===== src/core/tcpwm_cfg.svh =====
`ifndef TCPWM_CFG_SVH
`define TCPWM_CFG_SVH

// Register indexes; the byte address is four times the index.
`define TCPWM_IDX_TSC 8'h40
`define TCPWM_IDX_CNTH 8'h41
`define TCPWM_IDX_CNTL 8'h42
`define TCPWM_IDX_MODH 8'h43
`define TCPWM_IDX_MODL 8'h44
`define TCPWM_IDX_SC0 8'h45
`define TCPWM_IDX_CH0H 8'h46
`define TCPWM_IDX_CH0L 8'h47
`define TCPWM_IDX_SC1 8'h48
`define TCPWM_IDX_CH1H 8'h49
`define TCPWM_IDX_CH1L 8'h4A
`define TCPWM_IDX_BFCR 8'h4B

// Bit positions in the timer control/status register.
`define TCPWM_TSC_FLAG 7
`define TCPWM_TSC_IE 6
`define TCPWM_TSC_HALT 5
`define TCPWM_TSC_TRST 4
// Bit positions in the channel control/status registers and flag control.
`define TCPWM_SC_FLAG 7
`define TCPWM_BFCR_CLR_EN 7

// Reset values and codes.
`define TCPWM_MOD_RST 16'hFFFF
`define TCPWM_PS_EXT 3'h7
`define TCPWM_RESP_OKAY 2'h0
`define TCPWM_RESP_SLVERR 2'h2

`endif


===== src/core/tcpwm_pkg.sv =====
package tcpwm_pkg;

	// Requests from the AXI4-Lite master.
	typedef struct packed {
		logic awvalid;
		logic [11:0] awaddr;
		logic wvalid;
		logic [31:0] wdata;
		logic [3:0] wstrb;
		logic bready;
		logic arvalid;
		logic [11:0] araddr;
		logic rready;
	} tcpwm_axi_req_t;

	// Answers of the AXI4-Lite slave.
	typedef struct packed {
		logic awready;
		logic wready;
		logic bvalid;
		logic [1:0] bresp;
		logic arready;
		logic rvalid;
		logic [31:0] rdata;
		logic [1:0] rresp;
	} tcpwm_axi_rsp_t;

	// One channel: control byte in register bit order, then its value.
	typedef struct packed {
		logic flag;
		logic ie;
		logic msb;
		logic msa;
		logic elsb;
		logic elsa;
		logic tov;
		logic max;
		logic [15:0] val;
	} tcpwm_chan_t;

	// Whole state of the core.
	typedef struct packed {
		tcpwm_axi_rsp_t rsp;
		logic [11:0] waddr;
		logic [7:0] wdata;
		logic wstrb0;
		logic wrap_flag;
		logic wrap_irq_enable;
		logic halt;
		logic [2:0] ps;
		logic [15:0] cnt;
		logic [15:0] modv;
		logic [7:0] lo_latch;
		logic latched;
		logic mod_inhibit;
		tcpwm_chan_t [1:0] ch;
		logic [2:0] armed;
		logic break_flag_clear_enable;
		logic act_sel;
		logic next_sel;
		logic [1:0] pin_out;
		logic [1:0] pin_oe;
		logic irq;
		logic [2:0] s1;
		logic [2:0] s2;
		logic [2:0] s3;
	} tcpwm_state_t;

	// State of the prescaler.
	typedef struct packed {
		logic [5:0] div;
	} tcpwm_psc_state_t;

endpackage


===== src/core/tcpwm_prescaler.sv =====
`timescale 1ns/1ps
`include "tcpwm_cfg.svh"

module tcpwm_prescaler import tcpwm_pkg::*; (
	input wire logic clk, // Bus clock.
	input wire logic reset_n, // Synchronous reset, active low.
	input wire logic clear, // Clears the divider.
	input wire logic run, // Counting allowed.
	input wire logic [2:0] ps, // Prescale select.
	input wire logic ext_rise, // Synchronised rising edge of the external clock.
	output logic tick // One-cycle counter clock enable.
);

	tcpwm_psc_state_t st;
	tcpwm_psc_state_t n;
	logic [5:0] mask;

	// Divider and tick selection; code seven takes the external pin instead.
	always_comb begin
		n = st;
		mask = 6'((7'h01 << ps) - 7'h01);
		if (clear) begin
			n.div = 6'h00;
		end else if (run) begin
			n.div = st.div + 6'h01;
		end
		if (!run || clear) begin
			tick = 1'b0;
		end else if (ps == `TCPWM_PS_EXT) begin
			tick = ext_rise;
		end else begin
			tick = ((st.div & mask) == mask);
		end
	end

	// State register.
	always_ff @(posedge clk) begin
		if (!reset_n) begin
			st <= '0;
		end else begin
			st <= n;
		end
	end

endmodule


===== src/core/tcpwm_core.sv =====
`timescale 1ns/1ps
`include "tcpwm_cfg.svh"

// Contract
// With toggle-on-wrap set, the output inverts at every counter wrap.
// Pulse width runs from wrap to compare; compare clears or sets output.
// Prescale one and wrap value 255 give a 256-clock period.
// Compare value 128 with an 8-bit period gives half duty.
// Unbuffered value writes act at once; a missed compare may follow.
// Software writes shorter widths at compare, longer widths at wrap.
// Compare flag rises at pulse end, wrap flag at period end.
// Software avoids toggle-on-compare for PWM channels.
// Buffered select links both channels onto the channel 0 pin.
// In buffered mode the last written channel controls from next wrap.
// Buffered mode: channel 0 control governs, channel 1 pin is released.
// Software never writes the active channel in buffered mode.
// Software follows the halt, clear, program, release start-up order.
// Buffered select wins over the single mode bit.
// Toggle-on-wrap clear means no wrap toggle, giving zero duty.
// Full-duty and toggle-on-wrap together give a constant active output.
// Wrap sets the wrap flag; enabled, it requests an interrupt.
// Capture or compare sets the channel flag; enabled, it interrupts.
// In wait mode the timer runs, registers are closed, interrupts wake.
// In stop mode the timer freezes and keeps all its state.
// A debug break halts the counter and suppresses captures.
// During break, flags clear only with the break clear enable set.
// Prescale codes divide by 1 to 64; code seven uses the pin.
// Flags clear by read then write 0; new events and 1s win.
// At the wrap value the counter restarts from zero next tick.
module tcpwm_core import tcpwm_pkg::*; (
	input wire logic clk, // Bus clock, 50 MHz.
	input wire logic reset_n, // Synchronous reset, active low.
	input tcpwm_axi_req_t axi_req, // AXI4-Lite requests.
	output tcpwm_axi_rsp_t axi_rsp, // AXI4-Lite answers.
	input wire logic wait_mode, // CPU in wait mode.
	input wire logic stop_mode, // CPU in stop mode.
	input wire logic debug_break, // Debug break state.
	input wire logic channel0_pin_in, // Channel 0 pin level.
	input wire logic channel1_pin_in, // Channel 1 pin level.
	input wire logic external_count_clock_pin, // External counter clock.
	output logic channel0_pin_out, // Channel 0 pin drive level.
	output logic channel0_pin_oe, // Channel 0 pin driven.
	output logic channel1_pin_out, // Channel 1 pin drive level.
	output logic channel1_pin_oe, // Channel 1 pin driven.
	output logic irq // Interrupt and wake request.
);

	tcpwm_state_t st;
	tcpwm_state_t n;
	logic tick;
	logic run;
	logic psc_clear;
	logic wrap;
	logic wr_fire;
	logic ar_fire;
	logic we;
	logic wok;
	logic rok;
	logic clr_ok;
	logic bufm;
	logic [7:0] widx;
	logic [7:0] ridx;
	logic [7:0] wv;
	logic [7:0] rbyte;
	logic [2:0] sets;
	logic [2:0] clrs;
	logic [2:0] wflag;
	logic [1:0] rise;
	logic [1:0] fall;
	logic [1:0] oc_v;
	logic [1:0] ic_v;
	logic [15:0] cmp_v [2];
	logic [1:0] outv;
	logic [1:0] hit;
	logic [15:0] cnt_step;

	// True for an aligned address inside the register map.
	function automatic logic addr_ok(input logic [11:0] a);
		logic [7:0] idx;
		idx = a[9:2];
		return (a[1:0] == 2'h0) && (a[11:10] == 2'h0) &&
			(idx >= `TCPWM_IDX_TSC) && (idx <= `TCPWM_IDX_BFCR);
	endfunction

	// A hardware set beats a clear in the same cycle.
	function automatic logic flag_next(input logic f, input logic s, input logic c);
		return s | (f & ~c);
	endfunction

	// Control byte of a channel, flag in bit 7.
	function automatic logic [7:0] ctrl_byte(input tcpwm_chan_t c);
		return {c.flag, c.ie, c.msb, c.msa, c.elsb, c.elsa, c.tov, c.max};
	endfunction

	tcpwm_prescaler u_psc (
		.clk(clk),
		.reset_n(reset_n),
		.clear(psc_clear),
		.run(run),
		.ps(st.ps),
		.ext_rise(st.s2[2] & ~st.s3[2]),
		.tick(tick)
	);

	// Read data multiplexer.
	always_comb begin
		case (ridx)
			`TCPWM_IDX_TSC: rbyte = {st.wrap_flag, st.wrap_irq_enable, st.halt, 2'b00, st.ps};
			`TCPWM_IDX_CNTH: rbyte = st.cnt[15:8];
			`TCPWM_IDX_CNTL: rbyte = st.latched ? st.lo_latch : st.cnt[7:0];
			`TCPWM_IDX_MODH: rbyte = st.modv[15:8];
			`TCPWM_IDX_MODL: rbyte = st.modv[7:0];
			`TCPWM_IDX_SC0: rbyte = ctrl_byte(st.ch[0]);
			`TCPWM_IDX_CH0H: rbyte = st.ch[0].val[15:8];
			`TCPWM_IDX_CH0L: rbyte = st.ch[0].val[7:0];
			`TCPWM_IDX_SC1: rbyte = ctrl_byte(st.ch[1]);
			`TCPWM_IDX_CH1H: rbyte = st.ch[1].val[15:8];
			`TCPWM_IDX_CH1L: rbyte = st.ch[1].val[7:0];
			`TCPWM_IDX_BFCR: rbyte = {st.break_flag_clear_enable, 7'h00};
			default: rbyte = 8'h00;
		endcase
	end

	// Next-state logic for bus, registers, counter and channels.
	always_comb begin
		n = st;
		outv = '0;
		n.s1 = {external_count_clock_pin, channel1_pin_in, channel0_pin_in};
		n.s2 = st.s1;
		n.s3 = st.s2;
		rise = st.s2[1:0] & ~st.s3[1:0];
		fall = ~st.s2[1:0] & st.s3[1:0];
		run = ~st.halt & ~stop_mode & ~debug_break;
		clr_ok = ~debug_break | st.break_flag_clear_enable;
		bufm = st.ch[0].msb;
		sets = 3'b000;
		clrs = 3'b000;
		wflag = 3'b000;
		oc_v = 2'b00;
		ic_v = 2'b00;

		// Write channel: address and data are taken in either order.
		if (axi_req.awvalid && st.rsp.awready) begin
			n.waddr = axi_req.awaddr;
			n.rsp.awready = 1'b0;
		end
		if (axi_req.wvalid && st.rsp.wready) begin
			n.wdata = axi_req.wdata[7:0];
			n.wstrb0 = axi_req.wstrb[0];
			n.rsp.wready = 1'b0;
		end
		wr_fire = ~st.rsp.awready & ~st.rsp.wready & ~st.rsp.bvalid;
		widx = st.waddr[9:2];
		wv = st.wdata;
		wok = addr_ok(st.waddr) & ~wait_mode;
		we = wr_fire & wok & st.wstrb0;
		if (wr_fire) begin
			n.rsp.bvalid = 1'b1;
			n.rsp.bresp = wok ? `TCPWM_RESP_OKAY : `TCPWM_RESP_SLVERR;
		end
		if (st.rsp.bvalid && axi_req.bready) begin
			n.rsp.bvalid = 1'b0;
			n.rsp.awready = 1'b1;
			n.rsp.wready = 1'b1;
		end

		// Read channel: one cycle from address to data.
		ar_fire = axi_req.arvalid & st.rsp.arready;
		ridx = axi_req.araddr[9:2];
		rok = addr_ok(axi_req.araddr) & ~wait_mode;
		if (ar_fire) begin
			n.rsp.arready = 1'b0;
			n.rsp.rvalid = 1'b1;
			n.rsp.rresp = rok ? `TCPWM_RESP_OKAY : `TCPWM_RESP_SLVERR;
			n.rsp.rdata = rok ? {24'h000000, rbyte} : 32'h00000000;
		end
		if (st.rsp.rvalid && axi_req.rready) begin
			n.rsp.rvalid = 1'b0;
			n.rsp.arready = 1'b1;
		end

		// Register writes; flags only record a clear request here.
		psc_clear = we && (widx == `TCPWM_IDX_TSC) && wv[`TCPWM_TSC_TRST];
		if (we) begin
			case (widx)
				`TCPWM_IDX_TSC: begin
					n.wrap_irq_enable = wv[`TCPWM_TSC_IE];
					n.halt = wv[`TCPWM_TSC_HALT];
					n.ps = wv[2:0];
					wflag[0] = 1'b1;
				end
				`TCPWM_IDX_MODH: begin
					n.modv[15:8] = wv;
					n.mod_inhibit = 1'b1;
				end
				`TCPWM_IDX_MODL: begin
					n.modv[7:0] = wv;
					n.mod_inhibit = 1'b0;
				end
				`TCPWM_IDX_SC0: begin
					{n.ch[0].ie, n.ch[0].msb, n.ch[0].msa} = wv[6:4];
					{n.ch[0].elsb, n.ch[0].elsa, n.ch[0].tov, n.ch[0].max} = wv[3:0];
					wflag[1] = 1'b1;
				end
				`TCPWM_IDX_CH0H: n.ch[0].val[15:8] = wv;
				`TCPWM_IDX_CH0L: n.ch[0].val[7:0] = wv;
				`TCPWM_IDX_SC1: begin
					if (!bufm) begin
						n.ch[1].ie = wv[6];
						n.ch[1].msa = wv[4];
						{n.ch[1].elsb, n.ch[1].elsa, n.ch[1].tov, n.ch[1].max} = wv[3:0];
						wflag[2] = 1'b1;
					end
				end
				`TCPWM_IDX_CH1H: n.ch[1].val[15:8] = wv;
				`TCPWM_IDX_CH1L: n.ch[1].val[7:0] = wv;
				`TCPWM_IDX_BFCR: n.break_flag_clear_enable = wv[`TCPWM_BFCR_CLR_EN];
				default: n.break_flag_clear_enable = st.break_flag_clear_enable;
			endcase
		end

		// The last written channel pair takes over at the next wrap.
		if (we && bufm && (widx == `TCPWM_IDX_CH1H || widx == `TCPWM_IDX_CH1L)) begin
			n.next_sel = 1'b1;
		end
		if (we && bufm && (widx == `TCPWM_IDX_CH0H || widx == `TCPWM_IDX_CH0L)) begin
			n.next_sel = 1'b0;
		end

		// Clear request: write 0 after an armed read, unless a break protects it.
		for (int k = 0; k < 3; k++) begin
			clrs[k] = wflag[k] & ~wv[`TCPWM_SC_FLAG] & st.armed[k] & clr_ok;
			if (wflag[k] && clr_ok) begin
				n.armed[k] = 1'b0;
			end
		end

		// Reads arm the clear and latch the counter's low byte.
		if (ar_fire && rok) begin
			if (clr_ok && ridx == `TCPWM_IDX_TSC && st.wrap_flag) begin
				n.armed[0] = 1'b1;
			end
			if (clr_ok && ridx == `TCPWM_IDX_SC0 && st.ch[0].flag) begin
				n.armed[1] = 1'b1;
			end
			if (clr_ok && ridx == `TCPWM_IDX_SC1 && st.ch[1].flag) begin
				n.armed[2] = 1'b1;
			end
			if (ridx == `TCPWM_IDX_CNTH && !st.latched) begin
				n.lo_latch = st.cnt[7:0];
				n.latched = 1'b1;
			end
			if (ridx == `TCPWM_IDX_CNTL) begin
				n.latched = 1'b0;
			end
		end

		// Free-running counter with wrap at the programmed value.
		wrap = tick && (st.cnt == st.modv);
		cnt_step = wrap ? 16'h0000 : st.cnt + 16'h0001; // Count that this tick moves to.
		if (psc_clear) begin
			n.cnt = 16'h0000;
		end else if (wrap) begin
			n.cnt = 16'h0000;
		end else if (tick) begin
			n.cnt = st.cnt + 16'h0001;
		end
		sets[0] = wrap & ~psc_clear & ~st.mod_inhibit;
		if (!bufm) begin
			n.act_sel = 1'b0;
			n.next_sel = 1'b0;
		end else if (wrap) begin
			n.act_sel = n.next_sel;
		end

		// Output compare, PWM and input capture per channel.
		for (int i = 0; i < 2; i++) begin
			if (i == 0) begin
				oc_v[i] = st.ch[0].msb | st.ch[0].msa;
			end else begin
				oc_v[i] = st.ch[1].msa & ~bufm;
			end
			ic_v[i] = ~st.ch[i].msb & ~st.ch[i].msa & ~(i == 1 && bufm);
			cmp_v[i] = (i == 0 && bufm && st.act_sel) ? st.ch[1].val : st.ch[i].val;
			outv[i] = st.pin_out[i];
			// The compare acts on the tick that brings the counter to the channel value,
			// so a pulse lasts exactly that many counts after the wrap.
			hit[i] = oc_v[i] & tick & (cnt_step == cmp_v[i]);
			if (hit[i]) begin
				sets[i + 1] = 1'b1;
				case ({st.ch[i].elsb, st.ch[i].elsa})
					2'b01: outv[i] = ~st.pin_out[i];
					2'b10: outv[i] = 1'b0;
					2'b11: outv[i] = 1'b1;
					default: outv[i] = st.pin_out[i];
				endcase
			end
			if (oc_v[i] && wrap && st.ch[i].tov) begin
				outv[i] = ~outv[i];
			end
			if (oc_v[i] && st.ch[i].tov && st.ch[i].max) begin
				outv[i] = 1'b1;
			end
			if (oc_v[i]) begin
				n.pin_out[i] = outv[i];
			end
			n.pin_oe[i] = oc_v[i] & (st.ch[i].elsb | st.ch[i].elsa);
			if (ic_v[i] && run && ((st.ch[i].elsa && rise[i]) || (st.ch[i].elsb && fall[i]))) begin
				n.ch[i].val = st.cnt;
				sets[i + 1] = 1'b1;
			end
		end

		// Flags: a new event disarms the clear and always wins.
		n.wrap_flag = flag_next(st.wrap_flag, sets[0], clrs[0]);
		n.ch[0].flag = flag_next(st.ch[0].flag, sets[1], clrs[1]);
		n.ch[1].flag = flag_next(st.ch[1].flag, sets[2], clrs[2]);
		for (int k = 0; k < 3; k++) begin
			if (sets[k]) begin
				n.armed[k] = 1'b0;
			end
		end
		n.irq = (n.wrap_flag & n.wrap_irq_enable) | (n.ch[0].flag & n.ch[0].ie) |
			(n.ch[1].flag & n.ch[1].ie & ~bufm);
	end

	// State register; the counter starts halted and the wrap value at its top.
	always_ff @(posedge clk) begin
		if (!reset_n) begin
			st <= '0;
			st.rsp.awready <= 1'b1;
			st.rsp.wready <= 1'b1;
			st.rsp.arready <= 1'b1;
			st.halt <= 1'b1;
			st.modv <= `TCPWM_MOD_RST;
		end else begin
			st <= n;
		end
	end

	// Outputs straight from the state register.
	assign axi_rsp = st.rsp;
	assign channel0_pin_out = st.pin_out[0];
	assign channel0_pin_oe = st.pin_oe[0];
	assign channel1_pin_out = st.pin_out[1];
	assign channel1_pin_oe = st.pin_oe[1];
	assign irq = st.irq;

	// Checks on the counter, channel outputs and flags.
	property p_wrap_zero;
		@(posedge clk) disable iff (!reset_n)
		wrap && !psc_clear && !st.mod_inhibit |=> st.cnt == 16'h0000 && st.wrap_flag;
	endproperty
	a_wrap_zero: assert property (p_wrap_zero) else $error("no restart at wrap");

	property p_wrap_toggle;
		@(posedge clk) disable iff (!reset_n)
		wrap && oc_v[0] && st.ch[0].tov && !st.ch[0].max && !hit[0]
		|=> channel0_pin_out != $past(channel0_pin_out);
	endproperty
	a_wrap_toggle: assert property (p_wrap_toggle) else $error("no toggle at wrap");

	property p_cmp_clear;
		@(posedge clk) disable iff (!reset_n)
		hit[0] && {st.ch[0].elsb, st.ch[0].elsa} == 2'b10
		&& !st.ch[0].tov ##1 1'b1 |-> !channel0_pin_out ##1 1'b1;
	endproperty
	a_cmp_clear: assert property (p_cmp_clear) else $error("compare did not clear");

	property p_cmp_flag;
		@(posedge clk) disable iff (!reset_n)
		hit[0] |=> st.ch[0].flag ##1 irq || !st.ch[0].ie;
	endproperty
	a_cmp_flag: assert property (p_cmp_flag) else $error("compare flag missing");

	property p_div1;
		@(posedge clk) disable iff (!reset_n)
		run && st.ps == 3'h0 && !psc_clear |-> tick;
	endproperty
	a_div1: assert property (p_div1) else $error("divide-by-one tick missing");

	property p_full;
		@(posedge clk) disable iff (!reset_n)
		oc_v[0] && st.ch[0].tov && st.ch[0].max |=> channel0_pin_out;
	endproperty
	a_full: assert property (p_full) else $error("full duty not held");

	property p_ch1_free;
		@(posedge clk) disable iff (!reset_n)
		bufm |=> !channel1_pin_oe;
	endproperty
	a_ch1_free: assert property (p_ch1_free) else $error("channel 1 pin still driven");

	property p_sel_hold;
		@(posedge clk) disable iff (!reset_n)
		bufm && !wrap && $past(bufm) |=> $stable(st.act_sel);
	endproperty
	a_sel_hold: assert property (p_sel_hold) else $error("channel switch off wrap");

	property p_freeze;
		@(posedge clk) disable iff (!reset_n)
		(stop_mode || debug_break) && !psc_clear |=> $stable(st.cnt);
	endproperty
	a_freeze: assert property (p_freeze) else $error("counter moved while frozen");

	property p_brk_flag;
		@(posedge clk) disable iff (!reset_n)
		debug_break && !st.break_flag_clear_enable && st.wrap_flag |=> st.wrap_flag;
	endproperty
	a_brk_flag: assert property (p_brk_flag) else $error("flag cleared in break");

	property p_wr_one;
		@(posedge clk) disable iff (!reset_n)
		we && widx == `TCPWM_IDX_TSC && wv[`TCPWM_SC_FLAG] && st.wrap_flag |=> st.wrap_flag;
	endproperty
	a_wr_one: assert property (p_wr_one) else $error("write of one cleared flag");

endmodule


===== config.mk =====
export PLATFORM = sky130hd
export DESIGN_NAME = tcpwm_core
export DESIGN_NICKNAME = d
export VERILOG_FILES = /design/src/core/tcpwm_pkg.sv /design/src/core/tcpwm_prescaler.sv /design/src/core/tcpwm_core.sv
export VERILOG_INCLUDE_DIRS = /design/src /design/src/core
export SDC_FILE = /design/constraint.sdc
export NUM_CORES = 1
export LEC_CHECK = 0
export ABC_AREA = 1
export BUFFER_PORTS_ARGS = -buffer_cell sky130_fd_sc_hd__clkbuf_2
export CORE_AREA = 5 5 130 132
export DETAILED_ROUTE_END_ITERATION = 8
export DIE_AREA = 0 0 135 137
export GPL_ROUTABILITY_DRIVEN = 0
export PLACE_DENSITY = 0.78
export SLEW_MARGIN = 10
export SYNTH_ARGS = -nofsm -noshare
export SYNTH_HDL_FRONTEND = slang
export SYNTH_SLANG_ARGS = --single-unit

===== constraint.sdc =====
create_clock -name clk -period 2.7 [get_ports clk]
set_clock_uncertainty 0.1 [all_clocks]
set_input_delay 0.405 -clock clk [delete_from_list [all_inputs] [get_ports clk]]
set_output_delay 0.405 -clock clk [all_outputs]
set_load 0.03 [all_outputs]

==> metrics.csv <==
stage,metric,value,unit
floorplanning,core area,15600,sq um
final_layout,post-route cell area,10800,sq um
outcome,outcome,"complete, but fails checks",
outcome,violations in the final reports,"DRC, setup timing",
routing,Final Routed Wirelength,30900,um
final_layout,Final Net Count,1565,
cts,TritonCTS clock tree,built,
synth,ys flop type,sky130_fd_sc_hd__dfxtp_1,
global_routing,overall routing resource usage,33.0,%
sta,RSZ-0062 raised after global routing,true,
synth,post-synthesis cell type with the largest combined area,sky130_fd_sc_hd__dfxtp_1,
worst_setup_path,Worst Reg2Reg Path Length in Cells,18,
worst_setup_path,category of the most critical setup path,flop to flop,
routing,detail-routed net length per standard cell,18.0,um
synth,Commonest cells post-synth,"sky130_fd_sc_hd__nand2_1 (285), sky130_fd_sc_hd__inv_1 (175), sky130_fd_sc_hd__dfxtp_1 (157)",
synth,cell with the most instances after synthesis,sky130_fd_sc_hd__nand2_1,
worst_setup_path,arrival time of data at the critical path endpoint,3.18,ns
cts,number of buffers inserted by hold repair at cts,0,
routing,average vias per placed instance,5.78,
sta,clock period minus worst slack,2.90,ns
worst_setup_path,register-to-register setup slack,-0.20,ns
routing,drt pass-1 iters,9,
routing,Antenna Nets Post-Route,0,
synth,cell area after technology mapping,8950,sq um
power_and_ir_drop,fraction of power consumed by sequential logic,45.7,%
global_routing,largest net degree at the start of global routing,83,
synth,number of storage elements in the synthesis netlist,157,
sta,final max-slew violation count,0,
floorplanning,Total Die Area,18500,sq um
cts,CTS root buffer,sky130_fd_sc_hd__clkbuf_16,
global_routing,first-pass GRT wire length,47200,um
routing,residual DRC count,37,
floorplanning,IO Pins,119,
final_layout,Area growth syn-to-layout,20.6,%
final_layout,share of cells above drive strength 1,19.1,%
power_and_ir_drop,internal cell power,3850,uW
worst_setup_path,r2r startpoint,st[95]$_SDFFE_PP0N_,
hold_path,depth of the worst hold-timing path,3,
synth,portion of synthesized cell area occupied by the leading cell type,35.1,%
hold_path,worst-case hold path end point,n[4]$_SDFF_PN0_,
floorplanning,Die X-Extent,135,um
worst_setup_path,capturing element type of the critical path,flop,
cts,clock tree sinks,157,
power_and_ir_drop,P_leak,0.00503,uW
cts,clock buffers created by TritonCTS,17,
power_and_ir_drop,Max VDD drop,0.476,mV
cts,buffer depth of the longest clock path,2,
power_and_ir_drop,Pwr per Cell Area,485,nW/um^2
synth,warning count from the yosys run,0,
cts,source-to-sink clock delay at the later pin of the worst-skew pair,0.44,ns
hold_path,path category of the worst min-delay check,primary input to flop,
synth,synthesized instance count,1357,
global_routing,Overflow after GRT,0,
floorplanning,starting utilization of the core area,57.4,%
routing,initial DRC count,1212,
global_routing,number of global-route vias before repair,9104,
sta,number of endpoints with negative hold slack in the final report,0,
placed_design,area of placed instances,9880,sq um
placed_design,worst setup slack before clock tree synthesis,-0.204,ns
worst_setup_path,worst-path maximum fanout,6,
worst_setup_path,type of origin of the critical path,flop,
sta,achievable frequency,345,MHz
sta,worst rel slew slack,47.4,%
synth,Unique masters post-synth,54,
power_and_ir_drop,part of the total power dissipated in the clock network,47.7,%
sta,pin slew with the least headroom to its limit,0.770,ns
worst_setup_path,Reg-to-Reg End,st[67]$_SDFF_PN0_,
routing,vias post-DR,9919,
global_routing,number of antenna violations at the first check in global routing,0,
power_and_ir_drop,NetSw,1390,uW
job,max capacitance violation total,0,
cts,number of levels the H-tree was split into,4,
power_and_ir_drop,combinational cell fraction of total power,6.5,%
floorplanning,floorplan die height,137,um
sta,slack of the critical path,-0.198,ns
final_layout,count of inserted antenna diode cells,0,
cts,"Reg clk slew, reported paths",0.07,ns
synth,top area cells in the synthesized netlist,"sky130_fd_sc_hd__dfxtp_1 (35%), sky130_fd_sc_hd__nand2_1 (12%), sky130_fd_sc_hd__inv_1 (7.3%)",
synth,number of synthesized flops with an enable pin,0,
sta,part of the cycle the worst path needs,107,%
placed_design,HPWL reported at the end of detailed placement,22600,um
floorplanning,Std-Cell Rows,46,
synth,post-synthesis sequential area ratio,35.1,%
worst_setup_path,data required time at the worst endpoint,2.98,ns
placed_design,count of port buffers added during placement,65,
sta,number of failing setup endpoints in the final timing report,6,
power_and_ir_drop,fraction of power spent switching nets,26.6,%
synth,"FFs w/ async S/R, synth",0,%
synth,Avg Inst Size Synth,6.60,sq um
hold_path,Worst Hold Launch,channel1_pin_in,
through the flow:
step	instances	util (%)	total power, uW	hold WS, ns	TNS (ns)
2_1_floorplan	1382	-	2690	0.290	0
3_5_place_dp	1676	63.3	2780	0.300	-0.843
5_1_grt	1717	69.2	5400	0.0329	-1.35
6_report	1717	69.2	5240	0.0394	-0.930
3_3_place_gp	1676	63.3	2770	0.294	-0.453
4_1_cts	1713	68.4	5240	0.0338	-0.288
flip-flops by register name, summed over array words and instances, names as in the netlist, 6 cells and up:
name / count
st: 100
cmp_v: 16
axi_rsp: 15
wv: 8
n: 6
u_psc.st: 6
per-layer routing:
layer | global-route usage, % | share of wire [%]
met1 | 41.0 | 37
met2 | 51.1 | 44
met3 | 10.6 | 13
met4 | 17.5 | 6.1
met5 | 0 | 0
kinds of logic after synthesis:
family | Yosys count | share of synthesized area (%)
other | 1 | 0.0419
and+or+nand+nor | 602 | 29.2
DFF | 157 | 35.1
AOI/OAI and AO/OA | 293 | 18.6
buffers and inverters | 276 | 14.0
adders and majority gates | 3 | 0.419
xor gates and xnor gates | 25 | 2.70
critical path, cell delays in order (launching register included):
cell	delay [ns]
sky130_fd_sc_hd__dfxtp_4	0.37
sky130_fd_sc_hd__inv_2	0.16
sky130_fd_sc_hd__or2_2	0.14
sky130_fd_sc_hd__nand3_1	0.07
sky130_fd_sc_hd__nor2_1	0.14
sky130_fd_sc_hd__nand2_1	0.13
sky130_fd_sc_hd__nor2_4	0.22
sky130_fd_sc_hd__nand3_4	0.22
sky130_fd_sc_hd__buf_6	0.21
sky130_fd_sc_hd__nand3_1	0.06
sky130_fd_sc_hd__nand2_1	0.05
sky130_fd_sc_hd__nor2_1	0.11
sky130_fd_sc_hd__nand2_1	0.10
sky130_fd_sc_hd__nor2_4	0.21
sky130_fd_sc_hd__nand3_2	0.13
sky130_fd_sc_hd__buf_4	0.16
sky130_fd_sc_hd__nand3_2	0.08
sky130_fd_sc_hd__nand2_1	0.07
sky130_fd_sc_hd__inv_1	0.10
repair_timing:
action                     4_1_cts  5_1_grt
buffers inserted                 4        3
gates cloned                     2        1
resized for setup               29       24
pin swaps                       13       15
setup endpoints to repair        7        7
area by class of cell:
type | count | area [sq um]
Multi-Input combinational cell | 950 | 4820
Inverter | 188 | 708
Timing Repair Buffer | 175 | 1240
Sequential cell | 157 | 3160
Fill cell | 1313 | 4800
Tap cell | 216 | 270
Clock inverter | 14 | 174
Clock buffer | 17 | 425
power by group through the flow:
stage	Combinational (uW)	Sequential (uW)	Clock, uW
6_report	342	2400	2500
5_1_grt	370	2400	2630
4_1_cts	332	2400	2510
3_5_place_dp	329	2450	0
3_3_place_gp	323	2450	0
2_1_floorplan	250	2440	0
how the worst max path moves through the flow:
stage,start,to,depth (start not counted)
floorplan,st[110]$_SDFFE_PN0N_,channel0_pin_out$_SDFFE_PN0N_,20
global placement,st[95]$_SDFFE_PP0N_,channel1_pin_out$_SDFFE_PN0P_,20
detailed placement,st[110]$_SDFFE_PN0N_,channel1_pin_out$_SDFFE_PN0P_,20
CTS,st[111]$_SDFFE_PN0N_,channel1_pin_out$_SDFFE_PN0P_,20
global route,st[133]$_SDFFE_PN0P_,channel0_pin_out$_SDFFE_PN0N_,22
finish,st[95]$_SDFFE_PP0N_,st[67]$_SDFF_PN0_,18
layout by cell type (no fill, tap or decap), types with 15 or more instances in the layout:
cell	Yosys	layout
sky130_fd_sc_hd__nand2_1	285	281
sky130_fd_sc_hd__inv_1	175	174
sky130_fd_sc_hd__dfxtp_1	157	149
sky130_fd_sc_hd__nor2_1	153	148
sky130_fd_sc_hd__o21ai_0	111	111
sky130_fd_sc_hd__a21oi_1	107	107
sky130_fd_sc_hd__buf_4	44	100
sky130_fd_sc_hd__nand3_1	77	67
sky130_fd_sc_hd__clkbuf_2	0	65
sky130_fd_sc_hd__conb_1	1	26
sky130_fd_sc_hd__nor3_1	27	25
sky130_fd_sc_hd__clkbuf_16	0	18
sky130_fd_sc_hd__o22ai_1	17	17
sky130_fd_sc_hd__nand4_1	15	15
(Power assumes the default switching activity.)
